### src/rtl/rfsq_pkg.sv
// rfsq_pkg: constants and types shared by the radio frame sequencer and its queue.
// assumes: one core clock, synchronous active-high reset.
package rfsq_pkg;
	localparam int          QUEUE_DEPTH    = 16;
	localparam int          DATA_W         = 8;
	localparam logic [7:0]  MAX_FRAME_LEN  = 8'h7f;
	localparam logic [7:0]  ACK_LEN        = 8'h05;
	localparam logic [7:0]  ACK_FRAME_TYPE = 8'h02;
	localparam logic [7:0]  CRC_INIT       = 8'h00;
	localparam logic [15:0] FCS_INIT       = 16'h0000;
	localparam logic [15:0] FCS_POLY_REV   = 16'h8408;
	localparam int          CAL_CYCLES     = 12;
	localparam int          TURN_CYCLES    = 19;
	localparam int          CCA_CYCLES     = 128;
	localparam int          EXC_W          = 8;
	localparam int          EXC_RX_DONE    = 0;
	localparam int          EXC_RX_FCS_OK  = 1;
	localparam int          EXC_RX_FCS_BAD = 2;
	localparam int          EXC_TX_DONE    = 3;
	localparam int          EXC_CCA_FAIL   = 4;
	localparam int          EXC_CAL_DONE   = 5;
	localparam int          EXC_ACK_DONE   = 6;
	localparam int          EXC_FILT_REJ   = 7;
	localparam int          GPIO_N         = 6;

	typedef enum logic [1:0] {
		RFSQ_STRB_NONE,
		RFSQ_STRB_RXON,
		RFSQ_STRB_TXON,
		RFSQ_STRB_OFF
	} rfsq_strobe_t;
endpackage : rfsq_pkg

### src/rtl/rfsq_sequencer.sv
// rfsq_sequencer: transceiver state machine; calibrates, receives, transmits, acks.
// assumes: demodulated bytes arrive valid-only (no ready); modulator bytes go out valid/ready; frame filter answers per frame.
`timescale 1ns/100ps
// Behaviour
// - receive is only entered after a synthesizer calibration completes.
// - take the length byte, then count bytes until that length is reached.
// - after the last byte, check the frame check sequence and record pass or fail.
// - when enabled, send an ack frame after a good frame the filter accepts; never when disabled.
// - optional channel assessment before transmit; busy channel aborts transmit.
// - after the last transmitted byte, go to receive for the ack by itself.
// - move transmit queue data to modulator, demodulated data to receive queue.
// - events raise exceptions, routable to instruction triggers or general pins.
// - general pins set as inputs can trigger command strobes.
// - the frame filter's per-frame verdict is used by the sequencer.
// - drive analog receive and transmit power controls from the state.
module rfsq_sequencer #(
	parameter int DEPTH = rfsq_pkg::QUEUE_DEPTH
) (
	input  wire logic                         core_clk,
	input  wire logic                         sys_rst,
	input  wire logic                         strobeRxOn,
	input  wire logic                         strobeTxOn,
	input  wire logic                         strobeOff,
	input  wire logic [rfsq_pkg::GPIO_N-1:0]  gpioIn,
	input  wire logic [rfsq_pkg::GPIO_N-1:0]  gpioIsInput,
	input  wire logic [2*rfsq_pkg::GPIO_N-1:0] gpioStrobeSel,
	input  wire logic                         ccaEnable,
	input  wire logic                         autoAckEnable,
	input  wire logic                         channelClear,
	input  wire logic                         calDone,
	output logic                              calStart,
	input  wire logic [7:0]                   txqData,
	input  wire logic                         txqValid,
	output logic                              txqReady,
	output logic      [7:0]                   modData,
	output logic                              modValid,
	input  wire logic                         modReady,
	input  wire logic [7:0]                   demodData,
	input  wire logic                         demodValid,
	input  wire logic                         demodSfd,
	output logic      [7:0]                   rxqData,
	output logic                              rxqValid,
	input  wire logic                         rxqReady,
	output logic                              rxqFlush,
	input  wire logic                         filterAccept,
	output logic                              rxPowerUp,
	output logic                              txPowerUp,
	output logic                              fsPowerUp,
	output logic      [rfsq_pkg::EXC_W-1:0]   exceptions,
	input  wire logic [rfsq_pkg::EXC_W-1:0]   excToInstr,
	output logic                              instrTrigger,
	input  wire logic [rfsq_pkg::EXC_W-1:0]   excToGpio,
	output logic                              gpioIrq,
	output logic                              lastFcsOk,
	output logic                              demodOverflow
);
	////////////////////////////////////////////////////////////////////////////
	typedef enum logic [3:0] {
		S_IDLE, S_CAL, S_RX_WAIT, S_RX_LEN, S_RX_DATA, S_RX_END,
		S_CCA, S_TX_LEN, S_TX_DATA, S_TURN, S_ACK
	} rfsq_state_t;

	typedef struct packed {
		rfsq_state_t                 fsm;
		logic                        afterCal;
		logic [7:0]                  len;
		logic [7:0]                  cnt;
		logic [15:0]                 fcs;
		logic [7:0]                  timer;
		logic                        txPending;
		logic                        fcsOk;
		logic                        overflow;
		logic [2:0]                  ackIdx;
		logic [rfsq_pkg::EXC_W-1:0]  exc;
		logic [rfsq_pkg::GPIO_N-1:0] gpioPrev;
	} rfsq_core_state_t;

	rfsq_core_state_t st_reg;
	rfsq_core_state_t st_next;

	function automatic logic [15:0] fcs_step(input logic [15:0] c, input logic [7:0] d);
		logic [15:0] r;
		r = c;
		for (int i = 0; i < 8; i++)
			r = (r[0] ^ d[i]) ? ((r >> 1) ^ rfsq_pkg::FCS_POLY_REV) : (r >> 1);
		return r;
	endfunction : fcs_step

	// gpio strobe select code: 0 none, 1 rx on, 2 tx on, 3 off
	function automatic logic gpio_hits(input logic [rfsq_pkg::GPIO_N-1:0] rise,
		input logic [2*rfsq_pkg::GPIO_N-1:0] sel, input rfsq_pkg::rfsq_strobe_t which);
		logic hit;
		hit = 1'b0;
		for (int i = 0; i < rfsq_pkg::GPIO_N; i++)
			hit = hit | (rise[i] && sel[2*i +: 2] == which);
		return hit;
	endfunction : gpio_hits

	////////////////////////////////////////////////////////////////////////////
	logic [rfsq_pkg::GPIO_N-1:0] gpioRise;
	logic                        doRx;
	logic                        doTx;
	logic                        doOff;
	logic                        rxByte;
	logic                        rxTake;
	logic                        rxSpace;
	logic [7:0]                  ackByte;

	assign gpioRise = gpioIn & ~st_reg.gpioPrev & gpioIsInput;
	assign doOff = strobeOff || gpio_hits(gpioRise, gpioStrobeSel, rfsq_pkg::RFSQ_STRB_OFF);
	assign doRx  = strobeRxOn || gpio_hits(gpioRise, gpioStrobeSel, rfsq_pkg::RFSQ_STRB_RXON);
	assign doTx  = strobeTxOn || gpio_hits(gpioRise, gpioStrobeSel, rfsq_pkg::RFSQ_STRB_TXON);
	assign rxByte = demodValid;

	always_comb begin
		unique case (st_reg.ackIdx)
			3'd0:    ackByte = rfsq_pkg::ACK_LEN;
			3'd1:    ackByte = rfsq_pkg::ACK_FRAME_TYPE;
			default: ackByte = 8'h00;
		endcase
	end

	// only bytes of a started frame enter the queue
	assign rxTake   = rxByte && (st_reg.fsm == S_RX_LEN || st_reg.fsm == S_RX_DATA);
	assign rxqFlush = 1'b0;
	assign txqReady = modReady && (st_reg.fsm == S_TX_LEN || st_reg.fsm == S_TX_DATA);
	assign modData  = (st_reg.fsm == S_ACK) ? ackByte : txqData;
	assign modValid = (st_reg.fsm == S_ACK) || ((st_reg.fsm == S_TX_LEN || st_reg.fsm == S_TX_DATA) && txqValid);

	assign calStart  = st_reg.fsm == S_CAL && st_reg.timer == 8'h00;
	assign fsPowerUp = st_reg.fsm != S_IDLE;
	assign rxPowerUp = st_reg.fsm inside {S_RX_WAIT, S_RX_LEN, S_RX_DATA, S_RX_END, S_CCA};
	assign txPowerUp = st_reg.fsm inside {S_TX_LEN, S_TX_DATA, S_ACK};

	assign exceptions    = st_reg.exc;
	assign instrTrigger  = |(st_reg.exc & excToInstr);
	assign gpioIrq       = |(st_reg.exc & excToGpio);
	assign lastFcsOk     = st_reg.fcsOk;
	assign demodOverflow = st_reg.overflow;

	////////////////////////////////////////////////////////////////////////////
	always_comb begin
		st_next          = st_reg;
		st_next.exc      = '0;
		st_next.gpioPrev = gpioIn;
		if (rxTake && !rxSpace)
			st_next.overflow = 1'b1;      // modem cannot stall, so a byte is lost

		unique case (st_reg.fsm)
			S_IDLE: begin
				if (doRx || doTx) begin
					st_next.fsm   = S_CAL;
					st_next.timer = '0;
				end
			end
			S_CAL: begin
				st_next.timer = (st_reg.timer == 8'hff) ? st_reg.timer : st_reg.timer + 8'h01;
				if (calDone && st_reg.timer >= 8'(rfsq_pkg::CAL_CYCLES)) begin
					st_next.exc[rfsq_pkg::EXC_CAL_DONE] = 1'b1;
					st_next.fsm = S_RX_WAIT;
				end
			end
			S_RX_WAIT: begin
				if (st_reg.txPending) begin
					st_next.txPending = 1'b0;
					st_next.timer     = '0;
					st_next.fsm       = ccaEnable ? S_CCA : S_TX_LEN;
				end else if (demodSfd)
					st_next.fsm = S_RX_LEN;
			end
			S_RX_LEN: begin
				if (rxByte) begin
					st_next.len = demodData & rfsq_pkg::MAX_FRAME_LEN;
					st_next.cnt = '0;
					st_next.fcs = rfsq_pkg::FCS_INIT;
					st_next.fsm = S_RX_DATA;
				end
			end
			S_RX_DATA: begin
				if (rxByte) begin
					st_next.cnt = st_reg.cnt + 8'h01;
					st_next.fcs = fcs_step(st_reg.fcs, demodData);
					if (st_reg.cnt + 8'h01 >= st_reg.len)
						st_next.fsm = S_RX_END;
				end
			end
			S_RX_END: begin
				// residue of zero means the appended check sequence matched
				st_next.fcsOk = st_reg.fcs == 16'h0000;
				st_next.exc[rfsq_pkg::EXC_RX_DONE]    = 1'b1;
				st_next.exc[rfsq_pkg::EXC_RX_FCS_OK]  = st_reg.fcs == 16'h0000;
				st_next.exc[rfsq_pkg::EXC_RX_FCS_BAD] = st_reg.fcs != 16'h0000;
				st_next.exc[rfsq_pkg::EXC_FILT_REJ]   = !filterAccept;
				st_next.timer = '0;
				if (autoAckEnable && st_reg.fcs == 16'h0000 && filterAccept) begin
					st_next.ackIdx = '0;
					st_next.fsm    = S_TURN;
				end else
					st_next.fsm = S_RX_WAIT;
			end
			S_TURN: begin
				st_next.timer = st_reg.timer + 8'h01;
				if (st_reg.timer >= 8'(rfsq_pkg::TURN_CYCLES - 1))
					st_next.fsm = S_ACK;
			end
			S_ACK: begin
				if (modReady) begin
					st_next.ackIdx = st_reg.ackIdx + 3'd1;
					if (st_reg.ackIdx >= 3'(rfsq_pkg::ACK_LEN)) begin
						st_next.exc[rfsq_pkg::EXC_ACK_DONE] = 1'b1;
						st_next.fsm = S_RX_WAIT;
					end
				end
			end
			S_CCA: begin
				st_next.timer = st_reg.timer + 8'h01;
				if (!channelClear) begin
					st_next.exc[rfsq_pkg::EXC_CCA_FAIL] = 1'b1;
					st_next.fsm = S_RX_WAIT;
				end else if (st_reg.timer >= 8'(rfsq_pkg::CCA_CYCLES - 1))
					st_next.fsm = S_TX_LEN;
			end
			S_TX_LEN: begin
				if (txqValid && modReady) begin
					st_next.len = txqData & rfsq_pkg::MAX_FRAME_LEN;
					st_next.cnt = '0;
					st_next.fsm = S_TX_DATA;
				end
			end
			S_TX_DATA: begin
				if (txqValid && modReady) begin
					st_next.cnt = st_reg.cnt + 8'h01;
					if (st_reg.cnt + 8'h01 >= st_reg.len) begin
						st_next.exc[rfsq_pkg::EXC_TX_DONE] = 1'b1;
						st_next.fsm = S_RX_WAIT;
					end
				end
			end
		endcase

		// set after the case: a strobe in the cycle the pending one is taken is kept
		if (doTx)
			st_next.txPending = 1'b1;
		if (doOff) begin
			st_next.fsm       = S_IDLE;
			st_next.txPending = 1'b0;
		end
	end

	always_ff @(posedge core_clk) begin
		if (sys_rst) begin
			st_reg       <= '0;
			st_reg.fsm   <= S_IDLE;
		end else
			st_reg <= st_next;
	end

	////////////////////////////////////////////////////////////////////////////
	// receive queue buffer: slack while the host is slow; off drops what is left
	rfsq_fifo #(
		.WIDTH (rfsq_pkg::DATA_W),
		.DEPTH (DEPTH)
	) u_rx_queue (
		.core_clk (core_clk),
		.sys_rst  (sys_rst),
		.flush    (doOff),
		.inData   (demodData),
		.inValid  (rxTake),
		.inReady  (rxSpace),
		.outData  (rxqData),
		.outValid (rxqValid),
		.outReady (rxqReady)
	);
endmodule : rfsq_sequencer

### src/rtl/rfsq_fifo.sv
// rfsq_fifo: flip-flop queue with valid/ready on both sides.
// assumes: single clock, synchronous reset; depth a power of two.
`timescale 1ns/100ps
module rfsq_fifo #(
	parameter int WIDTH = rfsq_pkg::DATA_W,
	parameter int DEPTH = rfsq_pkg::QUEUE_DEPTH
) (
	input  wire logic             core_clk,
	input  wire logic             sys_rst,
	input  wire logic             flush,
	input  wire logic [WIDTH-1:0] inData,
	input  wire logic             inValid,
	output logic                  inReady,
	output logic      [WIDTH-1:0] outData,
	output logic                  outValid,
	input  wire logic             outReady
);
	localparam int AW = $clog2(DEPTH);

	typedef struct packed {
		logic [DEPTH-1:0][WIDTH-1:0] mem;
		logic [AW:0]                 wrPtr;
		logic [AW:0]                 rdPtr;
	} rfsq_fifo_state_t;

	rfsq_fifo_state_t st_reg;
	rfsq_fifo_state_t st_next;
	logic             isFull;
	logic             isEmpty;

	assign isEmpty  = st_reg.wrPtr == st_reg.rdPtr;
	assign isFull   = (st_reg.wrPtr[AW-1:0] == st_reg.rdPtr[AW-1:0]) && (st_reg.wrPtr[AW] != st_reg.rdPtr[AW]);
	assign inReady  = !isFull;
	assign outValid = !isEmpty;
	assign outData  = st_reg.mem[st_reg.rdPtr[AW-1:0]];

	always_comb begin
		st_next = st_reg;
		if (inValid && !isFull) begin
			st_next.mem[st_reg.wrPtr[AW-1:0]] = inData;
			st_next.wrPtr = st_reg.wrPtr + 1'b1;
		end
		if (outReady && !isEmpty)
			st_next.rdPtr = st_reg.rdPtr + 1'b1;
		if (flush) begin
			st_next.wrPtr = '0;
			st_next.rdPtr = '0;
		end
	end

	always_ff @(posedge core_clk) begin
		if (sys_rst)
			st_reg <= '0;
		else
			st_reg <= st_next;
	end
endmodule : rfsq_fifo

### config.mk
export PLATFORM = sky130hd
export DESIGN_NAME = rfsq_sequencer
export DESIGN_NICKNAME = d
export VERILOG_FILES = /design/src/rtl/rfsq_pkg.sv /design/src/rtl/rfsq_sequencer.sv /design/src/rtl/rfsq_fifo.sv
export SDC_FILE = /design/constraint.sdc
export NUM_CORES = 1
export LEC_CHECK = 0
export BUFFER_PORTS_ARGS = -buffer_cell sky130_fd_sc_hd__buf_2
export CORE_MARGIN = 3
export CORE_UTILIZATION = 54
export DETAILED_ROUTE_END_ITERATION = 10
export PLACE_DENSITY = 0.76
export SLEW_MARGIN = 20
export SYNTH_ARGS = -nofsm -noshare
export SYNTH_HDL_FRONTEND = slang
export SYNTH_SLANG_ARGS = --single-unit
### constraint.sdc
create_clock -name core_clk -period 2.57 [get_ports core_clk]
set_input_delay 0.514 -clock core_clk [delete_from_list [all_inputs] [get_ports core_clk]]
set_output_delay 0.514 -clock core_clk [all_outputs]
set_load 0.05 [all_outputs]
==> impl_metrics.csv <==
group,metric,value,unit
status,outcome,"complete, but fails checks",
status,violations,"negative setup slack",
cts,clock_path_buffers,3,
final_layout,fin_util,65.2,%
synth,ys_types,71,
final_layout,largest_register_ff_count,138,
final_layout,layout_common_cells,"nor2_1 (196), dfxtp_1 (195), mux2i_1 (135), buf_2 (96), mux4_2 (40)",
synth,yosys_warnings,0,
timing,setup_violations,8,
critical_path,startpoint,"u_rx_queue.st_reg[0]",
die,core_area,18200,um2
critical_path,worstPathRequired,2.06,ns
timing,fin_crit,2.84,ns
critical_path,endpoint,"rxqData[7]",
timing,hold_viol_final,0,
min_path,min_path_type,"in -> reg",
drt,first_pass_iters,5,
timing,fmax,353,MHz
grt,grt_pass1_wl,38900,um
drt,antenna_left,0,
grt,grt.total_usage,23.4,%
final_layout,n_antenna_cell,0,
drt,post_drt_wl_per_cell,17.7,um
run,max-cap-violations,0,
cts,clk_pin_slew_worst_paths,0.06,ns
synth,async_flop_share,0,%
critical_path,crit_path_start_kind,"register",
timing,fin_ws,-0.266,ns
final_layout,final_common_cell,"nor2_1",
cts,root_buffer,"clkbuf_16",
placed_design,dp_hpwl,16000,um
critical_path,crit_fanout,10,
critical_path,r2r_setup_slack,0.17,ns
cts,numClockSinks,201,
timing,relSlewSlack,41.8,%
synth,synthCells,1030,
synth,synth_area_per_cell,9.86,um2
final_layout,final_nets,1210,
placed_design,portBuffers,105,
cts,cts_buffers,22,
placed_design,gp_congestion,0.895,
power,power.leakage,0.00557,uW
die,die_x,143,um
synth,ys_seq_elements,201,
cts,h-tree-depth,1,
die,die_height,143,um
timing,rsz0062_at_grt,"true",
die,die_area,20500,um2
timing,final-max-slew-violation-count,0,
timing,fin_crit_sh,110,%
synth,synth-edff-count,0,
die,num_rows,49,
die,ios,107,
drt,vias,7848,
synth,synth_flop_cell,"dfxtp_1",
synth,synth_fp_nets,1119,
grt,first_global_vias,7739,
critical_path,reg2reg_from,"st_reg[45]",
synth,synth_sequential_area_ratio,39.6,%
power,power.density,561,nW/um2
die,start_util,55.8,%
timing,clock_skew,0.0227,ns
critical_path,worstPathArrival,2.32,ns
final_layout,drive_above_1_share,23.4,%
drt,vias_per_cell,5.75,
final_layout,syn_to_final_growth,16.9,%
power,ir_worst_vdd,0.000634,V
grt,antenna_found_initial,0,
final_layout,filler_cell_count,1385,
critical_path,critical_path_class,"reg -> out",
critical_path,r2r-end,"st_reg[63]",
drt,routed_wl,24100,um
grt,grt_max_degree,188,
critical_path,cp-end-kind,"output port",
cts,cts_tree,"done",
timing,hold_slack,0.195,ns
grt,overflow,0,
cts,clk_latency,0.52,ns
synth,syn_area,10200,um2
drt,drt_iter0_drc,459,
timing,tightest_slew,0.873,ns
drt,drc,0,
critical_path,rr_worst_depth,11,
[Yosys cell counts (4+ instances only)]
cell type,number,area share (%)
dfxtp_1,201,40
nor2_1,196,7.2
mux2i_1,135,13
clkbuf_1,48,1.8
mux4_2,40,8.9
a21oi_1,30,1.5
inv_1,28,1.0
nand2_1,28,1.0
a22oi_1,26,1.9
xor2_1,26,2.2
o21ai_0,21,1.0
ha_1,18,2.2
nor2b_1,18,1.1
xnor2_1,18,1.6
nand4_1,14,0.86
buf_2,13,0.64
buf_4,12,0.89
nand3_1,12,0.59
nand3_4,12,2.1
nor3_1,10,0.49
nor4_1,10,0.62
a211oi_1,9,0.67
or3_1,9,0.55
and2_1,7,0.43
nand4b_1,7,0.60
and3_1,6,0.37
nand3b_1,6,0.44
buf_1,5,0.18
o22ai_1,4,0.25
o31ai_1,4,0.30
or2_2,4,0.25
[worst min path at each step]
stage / start / end / slack, ns / depth (start not counted)
after floorplan: st_reg[51] / st_reg[51] / 0.45 / 2
after global placement: demodOverflow / demodOverflow / 0.45 / 2
after detailed placement: demodOverflow / demodOverflow / 0.47 / 2
after CTS: filterAccept / exceptions[7] / 0.19 / 2
after global routing: filterAccept / exceptions[7] / 0.20 / 2
final: filterAccept / exceptions[7] / 0.20 / 2
[metrics by stage]
step / worst slack [ns] / instance area, um2 / total power [uW] / std cells / setup TNS (ns)
6_report: -0.266 / 11900 / 6660 / 1365 / -1.94
5_1_grt: -0.328 / 11900 / 6890 / 1365 / -2.40
4_1_cts: -0.293 / 11900 / 6730 / 1365 / -2.18
3_5_place_dp: 0.0127 / 10900 / 3590 / 1319 / 0
3_3_place_gp: 0.0986 / 10900 / 3590 / 1319 / 0
2_1_floorplan: -0.102 / 10200 / 3460 / 1030 / -0.307
[cells by family (layout without fill, tap and decap cells)]
kind of cell / Yosys count / in the layout / share of synthesized area (%)
other: 1 / 1 / 0.0369
buffers and inverters: 109 / 215 / 4.94
AOI/OAI and AO/OA: 118 / 118 / 7.86
adders and majority gates: 18 / 18 / 2.22
xor gates and xnor gates: 44 / 44 / 3.79
muxes: 176 / 176 / 22.3
and+or+nand+nor: 363 / 363 / 19.2
DFF: 201 / 201 / 39.6
[critical path, cell delays in order, from the launching register on]
cell     delay (ns)
dfxtp_4        0.40
buf_12         0.17
mux4_2         0.51
mux4_2         0.55
buf_8          0.18
[timing repair]
| action | in CTS | in global routing |
|---|---|---|
| hold buffers | 0 | 0 |
| gates cloned | 2 | 0 |
| endpoints found under the setup margin | 12 | 17 |
| buffers inserted | 5 | 1 |
| pin swaps | 0 | 0 |
| gates resized for setup | 26 | 11 |
[power breakdown]
part / switching, uW / internal, uW
Sequential: 13.9 / 3120
Clock: 1260 / 1870
Combinational: 257 / 133
[metal layers]
layer  track usage, %  part of all wire [%]
met1             29.6                    43
met2             41.6                    50
met3             3.85                   5.4
met4             5.75                   2.2
met5                0                     0
[final cells by class]
type | instances | area [um2] | share of cell area (%)
sequential | 201 | 4040 | 34.0
multi-input combinational | 720 | 5680 | 47.8
clock inverter | 10 | 125 | 1.05
timing repair buffer | 148 | 1040 | 8.72
clock buffer | 29 | 607 | 5.11
tap | 229 | 287 | 2.41
inverter | 28 | 105 | 0.885
(Power assumes the default switching activity.)
